<file path="config.mk">
export PLATFORM = sky130hd
export DESIGN_NAME = bst_tap
export DESIGN_NICKNAME = d
export VERILOG_FILES = /design/src/hdl/bst_pkg.sv /design/src/hdl/bst_tap.sv /design/src/hdl/bst_sync.sv
export SDC_FILE = /design/constraint.sdc
export NUM_CORES = 1
export LEC_CHECK = 0
export BUFFER_PORTS_ARGS = -buffer_cell sky130_fd_sc_hd__buf_2
export CAP_MARGIN = 20
export CORE_MARGIN = 3
export CORE_UTILIZATION = 38
export DETAILED_ROUTE_END_ITERATION = 6
export PLACE_DENSITY = 0.55
export SLEW_MARGIN = 15
export SYNTH_ARGS = -nofsm -noshare
export SYNTH_HDL_FRONTEND = slang
export SYNTH_SLANG_ARGS = --single-unit
export TNS_END_PERCENT = 1
</file>
<file path="constraint.sdc">
create_clock -name MCLK -period 7.9 [get_ports MCLK]
set_input_delay 0.79 -clock MCLK [delete_from_list [all_inputs] [get_ports MCLK]]
set_output_delay 0.79 -clock MCLK [all_outputs]
set_load 0.005 [all_outputs]
</file>
<file path="src/hdl/bst_pkg.sv">
// Package for the boundary-scan test port: opcodes, sizes, reset values.
// Assumes a single system clock; the test clock arrives as an ordinary sampled input.
package bst_pkg;
    // ------------------------------------------------------------
    // Sizes
    // ------------------------------------------------------------
    localparam int BST_IR_W = 16;
    localparam int BST_ID_W = 32;
    localparam int BST_NPIN = 8;
    localparam int BST_BSR_W = 3 * BST_NPIN;
    // ------------------------------------------------------------
    // Instruction codes
    // ------------------------------------------------------------
    localparam logic [15:0] BST_OP_BYPASS0 = 16'h0000;
    localparam logic [15:0] BST_OP_BYPASS1 = 16'hFFFF;
    localparam logic [15:0] BST_OP_SAMPLE = 16'hFFF8;
    localparam logic [15:0] BST_OP_EXTEST = 16'hFFE8;
    localparam logic [15:0] BST_OP_CLAMP = 16'hFFEF;
    localparam logic [15:0] BST_OP_IDCODE = 16'hFFFE;
    localparam logic [15:0] BST_OP_HIGHZ = 16'hFFCF;
    // ------------------------------------------------------------
    // Reset and capture values
    // ------------------------------------------------------------
    localparam logic [15:0] BST_IR_RESET = 16'hFFFE;
    localparam logic [15:0] BST_IR_CAPTURE = 16'h0001;
    // Identification value is arbitrary, bit 0 must be one
    localparam logic [31:0] BST_ID_VALUE = 32'h0ABC_D001;
    // ------------------------------------------------------------
    // Types
    // ------------------------------------------------------------
    typedef enum logic [15:0] {
        BST_S_RESET = 16'h0001,
        BST_S_IDLE = 16'h0002,
        BST_S_SEL_DR = 16'h0004,
        BST_S_CAP_DR = 16'h0008,
        BST_S_SH_DR = 16'h0010,
        BST_S_EX1_DR = 16'h0020,
        BST_S_PAU_DR = 16'h0040,
        BST_S_EX2_DR = 16'h0080,
        BST_S_UPD_DR = 16'h0100,
        BST_S_SEL_IR = 16'h0200,
        BST_S_CAP_IR = 16'h0400,
        BST_S_SH_IR = 16'h0800,
        BST_S_EX1_IR = 16'h1000,
        BST_S_PAU_IR = 16'h2000,
        BST_S_EX2_IR = 16'h4000,
        BST_S_UPD_IR = 16'h8000
    } bst_state_t;
    typedef enum logic [4:0] {
        BST_I_BYPASS = 5'h01,
        BST_I_SAMPLE = 5'h02,
        BST_I_EXTEST = 5'h04,
        BST_I_IDCODE = 5'h08,
        BST_I_CLAMP = 5'h10
    } bst_instr_t;
endpackage : bst_pkg

</file>
<file path="src/hdl/bst_tap.sv">
// Boundary-scan test access port: TAP controller, instruction and data registers.
// Assumes the test clock is much slower than MCLK; it is sampled and its edges found.
`timescale 1ns/10ps
// Operation
// - Standard TAP states, instruction and data registers
// - Mode select and data in taken on rise
// - Data out changes on test clock fall
// - Port active only while test select asserted
// - All-zeros and all-ones codes select bypass
// - FFF8 samples pins, normal operation kept
// - FFE8 drives pins from scan register
// - FFEF holds outputs, bypass shifts
// - FFFE selects fixed 32-bit identification
// - FFCF disables drivers, bypass shifts
// - Every digital pin has a scan cell
module bst_tap
    import bst_pkg::*;
(
    input wire logic MCLK,
    input wire logic SYS_RST,
    input wire logic TEST_SEL,
    input wire logic TCK,
    input wire logic TMS,
    input wire logic TDI,
    output logic TDO,
    output logic TDO_OE,
    input wire logic [BST_NPIN-1:0] CORE_OUT,
    input wire logic [BST_NPIN-1:0] CORE_OE,
    output logic [BST_NPIN-1:0] CORE_IN,
    input wire logic [BST_NPIN-1:0] PIN_IN,
    output logic [BST_NPIN-1:0] PIN_OUT,
    output logic [BST_NPIN-1:0] PIN_OE
);
    // ------------------------------------------------------------
    // Input sampling
    // ------------------------------------------------------------
    logic tck_rise;
    logic tck_fall;
    logic tms_q;
    logic tdi_q;
    logic sel_q;
    logic [BST_NPIN-1:0] pin_s1_r;
    logic [BST_NPIN-1:0] pin_q_r;

    bst_sync u_tck (.clk(MCLK), .rst(SYS_RST), .d(TCK), .q(), .rise(tck_rise),
        .fall(tck_fall));
    bst_sync u_tms (.clk(MCLK), .rst(SYS_RST), .d(TMS), .q(tms_q), .rise(), .fall());
    bst_sync u_tdi (.clk(MCLK), .rst(SYS_RST), .d(TDI), .q(tdi_q), .rise(), .fall());
    bst_sync u_sel (.clk(MCLK), .rst(SYS_RST), .d(TEST_SEL), .q(sel_q), .rise(), .fall());

    always_ff @(posedge MCLK or posedge SYS_RST) begin
        if (SYS_RST) begin
            pin_s1_r <= '0;
            pin_q_r <= '0;
        end else begin
            pin_s1_r <= PIN_IN;
            pin_q_r <= pin_s1_r;
        end
    end

    // Sampling delays TCK, TMS, TDI and TEST_SEL equally, so TMS and TDI stay aligned to the edge
    logic rise_en;
    logic fall_en;
    assign rise_en = tck_rise & sel_q;
    assign fall_en = tck_fall & sel_q;

    // ------------------------------------------------------------
    // TAP state machine
    // ------------------------------------------------------------
    bst_state_t state_r;
    bst_state_t state_nxt;

    always_comb begin
        state_nxt = state_r;
        unique case (state_r)
            BST_S_RESET: state_nxt = tms_q ? BST_S_RESET : BST_S_IDLE;
            BST_S_IDLE: state_nxt = tms_q ? BST_S_SEL_DR : BST_S_IDLE;
            BST_S_SEL_DR: state_nxt = tms_q ? BST_S_SEL_IR : BST_S_CAP_DR;
            BST_S_CAP_DR: state_nxt = tms_q ? BST_S_EX1_DR : BST_S_SH_DR;
            BST_S_SH_DR: state_nxt = tms_q ? BST_S_EX1_DR : BST_S_SH_DR;
            BST_S_EX1_DR: state_nxt = tms_q ? BST_S_UPD_DR : BST_S_PAU_DR;
            BST_S_PAU_DR: state_nxt = tms_q ? BST_S_EX2_DR : BST_S_PAU_DR;
            BST_S_EX2_DR: state_nxt = tms_q ? BST_S_UPD_DR : BST_S_SH_DR;
            BST_S_UPD_DR: state_nxt = tms_q ? BST_S_SEL_DR : BST_S_IDLE;
            BST_S_SEL_IR: state_nxt = tms_q ? BST_S_RESET : BST_S_CAP_IR;
            BST_S_CAP_IR: state_nxt = tms_q ? BST_S_EX1_IR : BST_S_SH_IR;
            BST_S_SH_IR: state_nxt = tms_q ? BST_S_EX1_IR : BST_S_SH_IR;
            BST_S_EX1_IR: state_nxt = tms_q ? BST_S_UPD_IR : BST_S_PAU_IR;
            BST_S_PAU_IR: state_nxt = tms_q ? BST_S_EX2_IR : BST_S_PAU_IR;
            BST_S_EX2_IR: state_nxt = tms_q ? BST_S_UPD_IR : BST_S_SH_IR;
            BST_S_UPD_IR: state_nxt = tms_q ? BST_S_SEL_DR : BST_S_IDLE;
            default: state_nxt = BST_S_RESET;
        endcase
    end

    // Leaving test mode returns the controller to reset
    always_ff @(posedge MCLK or posedge SYS_RST) begin
        if (SYS_RST) begin
            state_r <= BST_S_RESET;
        end else if (!sel_q) begin
            state_r <= BST_S_RESET;
        end else if (rise_en) begin
            state_r <= state_nxt;
        end
    end

    // ------------------------------------------------------------
    // Instruction register
    // ------------------------------------------------------------
    function automatic bst_instr_t bst_decode(input logic [BST_IR_W-1:0] op);
        unique case (op)
            BST_OP_SAMPLE: bst_decode = BST_I_SAMPLE;
            BST_OP_EXTEST: bst_decode = BST_I_EXTEST;
            BST_OP_IDCODE: bst_decode = BST_I_IDCODE;
            BST_OP_CLAMP, BST_OP_HIGHZ: bst_decode = BST_I_CLAMP;
            default: bst_decode = BST_I_BYPASS;
        endcase
    endfunction : bst_decode

    logic [BST_IR_W-1:0] ir_sh_r;
    logic [BST_IR_W-1:0] ir_r;
    bst_instr_t instr;
    logic highz;
    assign instr = bst_decode(ir_r);
    assign highz = (ir_r == BST_OP_HIGHZ);

    always_ff @(posedge MCLK or posedge SYS_RST) begin
        if (SYS_RST) begin
            ir_sh_r <= BST_IR_CAPTURE;
        end else if (rise_en) begin
            if (state_r == BST_S_CAP_IR) begin
                ir_sh_r <= BST_IR_CAPTURE;
            end else if (state_r == BST_S_SH_IR) begin
                ir_sh_r <= {tdi_q, ir_sh_r[BST_IR_W-1:1]};
            end
        end
    end

    always_ff @(posedge MCLK or posedge SYS_RST) begin
        if (SYS_RST) begin
            ir_r <= BST_IR_RESET;
        end else if (!sel_q || state_r == BST_S_RESET) begin
            ir_r <= BST_IR_RESET;
        end else if (fall_en && state_r == BST_S_UPD_IR) begin
            ir_r <= ir_sh_r;
        end
    end

    // ------------------------------------------------------------
    // Data registers
    // ------------------------------------------------------------
    // Cell order per pin: input, output, enable; the chain covers every digital pin
    logic byp_r;
    logic [BST_ID_W-1:0] id_r;
    logic [BST_BSR_W-1:0] bsr_sh_r;
    logic [BST_BSR_W-1:0] bsr_upd_r;
    logic [BST_BSR_W-1:0] bsr_cap;

    always_comb begin
        bsr_cap = '0;
        for (int i = 0; i < BST_NPIN; i++) begin
            bsr_cap[3*i] = pin_q_r[i];
            bsr_cap[3*i+1] = CORE_OUT[i];
            bsr_cap[3*i+2] = CORE_OE[i];
        end
    end

    always_ff @(posedge MCLK or posedge SYS_RST) begin
        if (SYS_RST) begin
            byp_r <= 1'b0;
            id_r <= '0;
            bsr_sh_r <= '0;
        end else if (rise_en) begin
            if (state_r == BST_S_CAP_DR) begin
                byp_r <= 1'b0;
                id_r <= BST_ID_VALUE;
                if (instr == BST_I_SAMPLE || instr == BST_I_EXTEST) begin
                    bsr_sh_r <= bsr_cap;
                end
            end else if (state_r == BST_S_SH_DR) begin
                unique case (instr)
                    BST_I_IDCODE: id_r <= {tdi_q, id_r[BST_ID_W-1:1]};
                    BST_I_SAMPLE, BST_I_EXTEST: begin
                        bsr_sh_r <= {tdi_q, bsr_sh_r[BST_BSR_W-1:1]};
                    end
                    default: byp_r <= tdi_q;
                endcase
            end
        end
    end

    // Update register keeps preloaded values across instruction changes
    always_ff @(posedge MCLK or posedge SYS_RST) begin
        if (SYS_RST) begin
            bsr_upd_r <= '0;
        end else if (fall_en && state_r == BST_S_UPD_DR &&
                     (instr == BST_I_SAMPLE || instr == BST_I_EXTEST)) begin
            bsr_upd_r <= bsr_sh_r;
        end
    end

    // ------------------------------------------------------------
    // Pin multiplexing
    // ------------------------------------------------------------
    logic drive_bsr;
    assign drive_bsr = sel_q && (instr == BST_I_EXTEST || instr == BST_I_CLAMP);

    always_comb begin
        for (int i = 0; i < BST_NPIN; i++) begin
            PIN_OUT[i] = drive_bsr ? bsr_upd_r[3*i+1] : CORE_OUT[i];
            PIN_OE[i] = drive_bsr ? bsr_upd_r[3*i+2] : CORE_OE[i];
            if (sel_q && highz) begin
                PIN_OE[i] = 1'b0;
            end
        end
    end
    // Core sees the pads except under extest, where it sees the update cells
    always_comb begin
        for (int i = 0; i < BST_NPIN; i++) begin
            CORE_IN[i] = (sel_q && instr == BST_I_EXTEST) ? bsr_upd_r[3*i] : pin_q_r[i];
        end
    end

    // ------------------------------------------------------------
    // Test data output
    // ------------------------------------------------------------
    logic tdo_r;
    logic tdo_oe_r;
    logic tdo_nxt;

    always_comb begin
        tdo_nxt = byp_r;
        if (state_r == BST_S_SH_IR) begin
            tdo_nxt = ir_sh_r[0];
        end else if (instr == BST_I_IDCODE) begin
            tdo_nxt = id_r[0];
        end else if (instr == BST_I_SAMPLE || instr == BST_I_EXTEST) begin
            tdo_nxt = bsr_sh_r[0];
        end
    end

    // Output is registered on the falling edge so the tester samples a settled bit
    always_ff @(posedge MCLK or posedge SYS_RST) begin
        if (SYS_RST) begin
            tdo_r <= 1'b0;
            tdo_oe_r <= 1'b0;
        end else if (!sel_q) begin
            tdo_oe_r <= 1'b0;
        end else if (fall_en) begin
            tdo_r <= tdo_nxt;
            tdo_oe_r <= (state_r == BST_S_SH_DR) || (state_r == BST_S_SH_IR);
        end
    end
    assign TDO = tdo_r;
    assign TDO_OE = tdo_oe_r;

    // ------------------------------------------------------------
    // Checks
    // ------------------------------------------------------------
    // Edge strobes last one cycle, so the reset check counts TMS ones instead
    logic [2:0] ones_r;
    always_ff @(posedge MCLK or posedge SYS_RST) begin
        if (SYS_RST) begin
            ones_r <= 3'h0;
        end else if (rise_en) begin
            if (!tms_q) begin
                ones_r <= 3'h0;
            end else if (ones_r != 3'h4) begin
                ones_r <= ones_r + 3'h1;
            end
        end
    end

    AST_TDO_FALL: assert property (@(posedge MCLK) disable iff (SYS_RST)
        !$past(fall_en) |-> $stable(TDO))
        else $error("TDO changed away from a test clock fall");
    AST_STATE_RISE: assert property (@(posedge MCLK) disable iff (SYS_RST)
        ($changed(state_r) && sel_q && $past(sel_q)) |-> $past(rise_en))
        else $error("TAP state moved without a test clock rise");
    AST_SEL_OFF: assert property (@(posedge MCLK) disable iff (SYS_RST)
        !sel_q |=> (state_r == BST_S_RESET) && !TDO_OE)
        else $error("Test port active without test select");
    AST_TLR_RESET: assert property (@(posedge MCLK) disable iff (SYS_RST)
        (rise_en && tms_q && ones_r == 3'h4) |=> state_r == BST_S_RESET)
        else $error("Five TMS ones did not reach reset");
    AST_BYPASS: assert property (@(posedge MCLK) disable iff (SYS_RST)
        (ir_r == BST_OP_BYPASS0 || ir_r == BST_OP_BYPASS1) |-> instr == BST_I_BYPASS)
        else $error("Bypass code not decoded as bypass");
    AST_SAMPLE_PINS: assert property (@(posedge MCLK) disable iff (SYS_RST)
        (instr == BST_I_SAMPLE) |-> (PIN_OUT == CORE_OUT && PIN_OE == CORE_OE))
        else $error("Sample disturbed pin operation");
    AST_EXTEST_DRIVE: assert property (@(posedge MCLK) disable iff (SYS_RST)
        (sel_q && instr == BST_I_EXTEST) |-> PIN_OUT[0] == bsr_upd_r[1])
        else $error("Extest not driving from scan register");
    AST_CLAMP_HOLD: assert property (@(posedge MCLK) disable iff (SYS_RST)
        (sel_q && ir_r == BST_OP_CLAMP && rise_en && state_r == BST_S_SH_DR)
        |=> byp_r == $past(tdi_q) && $stable(PIN_OUT))
        else $error("Clamp did not shift bypass or hold pins");
    AST_IDCODE: assert property (@(posedge MCLK) disable iff (SYS_RST)
        (rise_en && state_r == BST_S_CAP_DR && instr == BST_I_IDCODE) |=> id_r == BST_ID_VALUE)
        else $error("Identification value not captured");
    AST_HIGHZ: assert property (@(posedge MCLK) disable iff (SYS_RST)
        (sel_q && ir_r == BST_OP_HIGHZ) |-> PIN_OE == '0)
        else $error("Drivers enabled under high impedance");
    AST_UNKNOWN: assert property (@(posedge MCLK) disable iff (SYS_RST)
        (ir_r == 16'h1234) |-> instr == BST_I_BYPASS)
        else $error("Unknown code not treated as bypass");
    AST_CELL_CAP: assert property (@(posedge MCLK) disable iff (SYS_RST)
        (rise_en && state_r == BST_S_CAP_DR && instr == BST_I_SAMPLE)
        |=> bsr_sh_r[0] == $past(pin_q_r[0]))
        else $error("Pin cell not captured");
endmodule : bst_tap

</file>
<file path="src/hdl/bst_sync.sv">
// Two-flop synchroniser with edge detection on the second stage output.
// Assumes the input is asynchronous to clk.
`timescale 1ns/10ps
module bst_sync
    import bst_pkg::*;
(
    input wire logic clk,
    input wire logic rst,
    input wire logic d,
    output logic q,
    output logic rise,
    output logic fall
);
    logic s1_r;
    logic s2_r;
    logic s3_r;
    // First stage is read only by the second
    always_ff @(posedge clk or posedge rst) begin
        if (rst) begin
            s1_r <= 1'b0;
            s2_r <= 1'b0;
            s3_r <= 1'b0;
        end else begin
            s1_r <= d;
            s2_r <= s1_r;
            s3_r <= s2_r;
        end
    end
    assign q = s2_r;
    assign rise = s2_r & ~s3_r;
    assign fall = ~s2_r & s3_r;
endmodule : bst_sync

</file>
==> run_results.csv <==
group,metric,value,unit
worst_setup_path,worstPathRequired,7.11,ns
synth,mappedNetlistNets,634,
synth,yosys_warnings,0,
synth,synth_most_common_cell,"dfrtp_1",
route,wl_per_cell,16.2,um
global_routing,antenna_found_initial,0,
worst_setup_path,cp-start-kind,"flop",
synth,synth_area_leaders,"dfrtp_1 (51%), mux2_2 (6.6%), dfstp_2 (6.5%)",
clock_tree,cts-resized-gates,0,
worst_hold_path,hold_path.startpoint,"u_tdi.s1_r",
place,gp_congestion,0.800,
power,p_leak,0.00382,uW
worst_setup_path,reg2reg_depth,5,
floorplanning,die_w,141,um
place,io_buffers,55,
sta,fin_crit,3.45,ns
worst_setup_path,crit_type,"reg2out",
worst_setup_path,reg2reg_from,"state_r[12]",
sta,rsz0062_at_grt,"no",
worst_setup_path,r2r_slack,5.10,ns
sta,tns,0,ns
route,vias,4654,
run,max_cap_viol_count,0,
power,power,1790,uW
floorplanning,core.rowCount,48,
sta,setup-violations-final,0,
cells_and_area,area_delta_synth_final,16.2,%
worst_hold_path,hold_path_end,"u_tdi.q",
synth,yosysUniqueCellTypes,64,
sta,max_slew_margin,41.6,%
clock_tree,post_cts_buffers,0,
clock_tree,root_buffer,"clkbuf_16",
worst_hold_path,hold-path-cell-count,0,
clock_tree,cts_buffers,17,
clock_tree,cts.sinks,156,
sta,slew_viol_final,0,
cells_and_area,final_nets,676,
sta,fin_crit_sh,43.7,%
clock_tree,h-tree-depth,4,
clock_tree,cts_tree,"done",
synth,netlist_area,0.00688,mm2
route,drt-total-wl,14300,um
floorplanning,start_util,39.3,%
synth,synth_top_area_cell,"dfrtp_1",
clock_tree,postCtsHoldBufs,0,
synth,async_flop_share,100,%
clock_tree,clkSlewWorstSetupHoldPaths,0.06,ns
global_routing,grt_pass1_wl,24100,um
global_routing,grt_max_degree,98,
synth,synth_edf_count,0,
synth,syn_avg_cell_area,11.4,um2
power,irDropWorstVdd,0.195,mV
synth,ys.flop_type,"dfrtp_1",
route,ant_nets,0,
power,power_density,224,mW/mm2
route,drc,0,
synth,yosysSeqAreaShare,57.1,%
synth,synthTopCellsByCount,"dfrtp_1 (139), nand2_1 (106), mux2_2 (40)",
route,first_pass_iters,5,
worst_setup_path,cp_data_arrival_time,2.66,ns
place,place.detailed.hpwl,9540,um
route,first_iter_violations,334,
sta,fmaxAchievable,290,MHz
worst_setup_path,critPathCaptureType,"output pin",
synth,yosys.area.top_type_share,50.6,%
outcome,outcome,"finished clean",
global_routing,grtUsageTotal,15.2,%
route,via_per_inst,5.26,
clock_tree,cts_max_path_buffers,2,
floorplanning,dieArea,0.0197,mm2
worst_setup_path,critical_path.max_fanout,9,
sta,skew,0.0161,ns
sta,finalHoldViolations,0,
cells_and_area,antenna_cells,0,
floorplanning,core,0.0175,mm2
synth,ys_seq_elements,156,
floorplanning,pin_count,56,
floorplanning,die_height,141,um
global_routing,overflow,0,
worst_setup_path,worstReg2RegEnd,"id_r[10]",
global_routing,grt_pass1_vias,4634,
cells_and_area,drive_gt1_share,25.5,%
clock_tree,clk_latency,0.42,ns
sta,whs,0.349,ns
synth,syn-instance-count,604,
sta,worstMarginPinSlew,0.876,ns
worst_hold_path,hp-class,"reg2reg",
-- final cells by class --
type	instances	area, um2
Sequential cell	156	3930
Clock buffer	18	429
Timing Repair Buffer	64	363
Tap cell	225	282
Inverter	5	23.8
Fill cell	1613	9490
Multi-Input combinational cell	402	2720
Clock inverter	14	241
-- per-stage QoR --
stage	setup WS, ns	util [%]	instance area (um2)	instances
after global routing	4.23	45.7	7990	884
final	4.45	45.7	7990	884
after floorplan	2.93	-	6880	604
after CTS	4.37	45.5	7950	882
after detailed placement	4.86	41.7	7280	850
after global placement	4.93	41.7	7280	850
-- registers in the layout, indices dropped and copies added, names as in the netlist --
name and count:
u_tms.q 1, u_tck.s1_r 1, TDO_OE 1, state_r 16, TDO 1, u_sel.q 1
u_tms.s1_r 1, u_tdi.s1_r 1, u_tck.s3_r 1, u_tck.q 1, ir_r 16, pin_q_r 8
u_sel.s1_r 1, ir_sh_r 16, id_r 32, bsr_upd_r 24, byp_r 1, u_tdi.q 1
bsr_sh_r 24, pin_s1_r 8
-- per-layer routing --
layer  GRT usage [%]  routed length [um]  share of wire (%)
met5               0                   0                  0
met4            4.28                 103               0.72
met3            4.17                 477                3.3
met2            24.2                6940                 48
met1            20.6                6820                 48
-- layout by cell type (no fill, tap or decap), types with 20 or more instances in the layout --
cell type,n
mux2i_1,32
nand3_1,33
mux2_2,40
nor2_1,22
o21ai_1,21
o21ai_0,20
buf_2,55
nand2_1,106
dfrtp_1,139
a22o_1,25
-- worst max path at each step --
stage,from,end,depth (start not counted)
2_1_floorplan,SYS_RST,TDO,1
3_3_place_gp,ir_r[14],CORE_IN[3],6
3_5_place_dp,ir_r[14],CORE_IN[6],6
4_1_cts,ir_r[14],CORE_IN[6],6
5_1_grt,ir_r[5],CORE_IN[6],6
6_report,ir_r[14],CORE_IN[6],6
-- critical path: stages, from the launching register on --
cell     delay, ns
dfstp_2       0.53
nand4_1       0.12
nor3_2        0.51
and2_1        0.23
nand2_1       0.34
mux2_2        0.41
buf_2         0.13
-- logic make-up (layout without fill, tap and decap cells) --
kind of cell	count (synthesis)	in the layout	synth area share, %
AND/OR/NAND/NOR	222	222	16.9
flip-flops	156	156	57.1
AO/OA/AOI/OAI	101	101	10.4
multiplexers	72	72	11.2
buffers and inverters	46	101	3.57
XOR/XNOR	7	7	0.892
-- report_power, final --
part | total, uW | switching, uW | internal, uW
Combinational | 56.2 | 35.9 | 20.3
Sequential | 813 | 6.07 | 807
Clock | 919 | 324 | 595
Total | 1790 | 366 | 1420
Note: power is estimated with default switching activity, not from simulation.
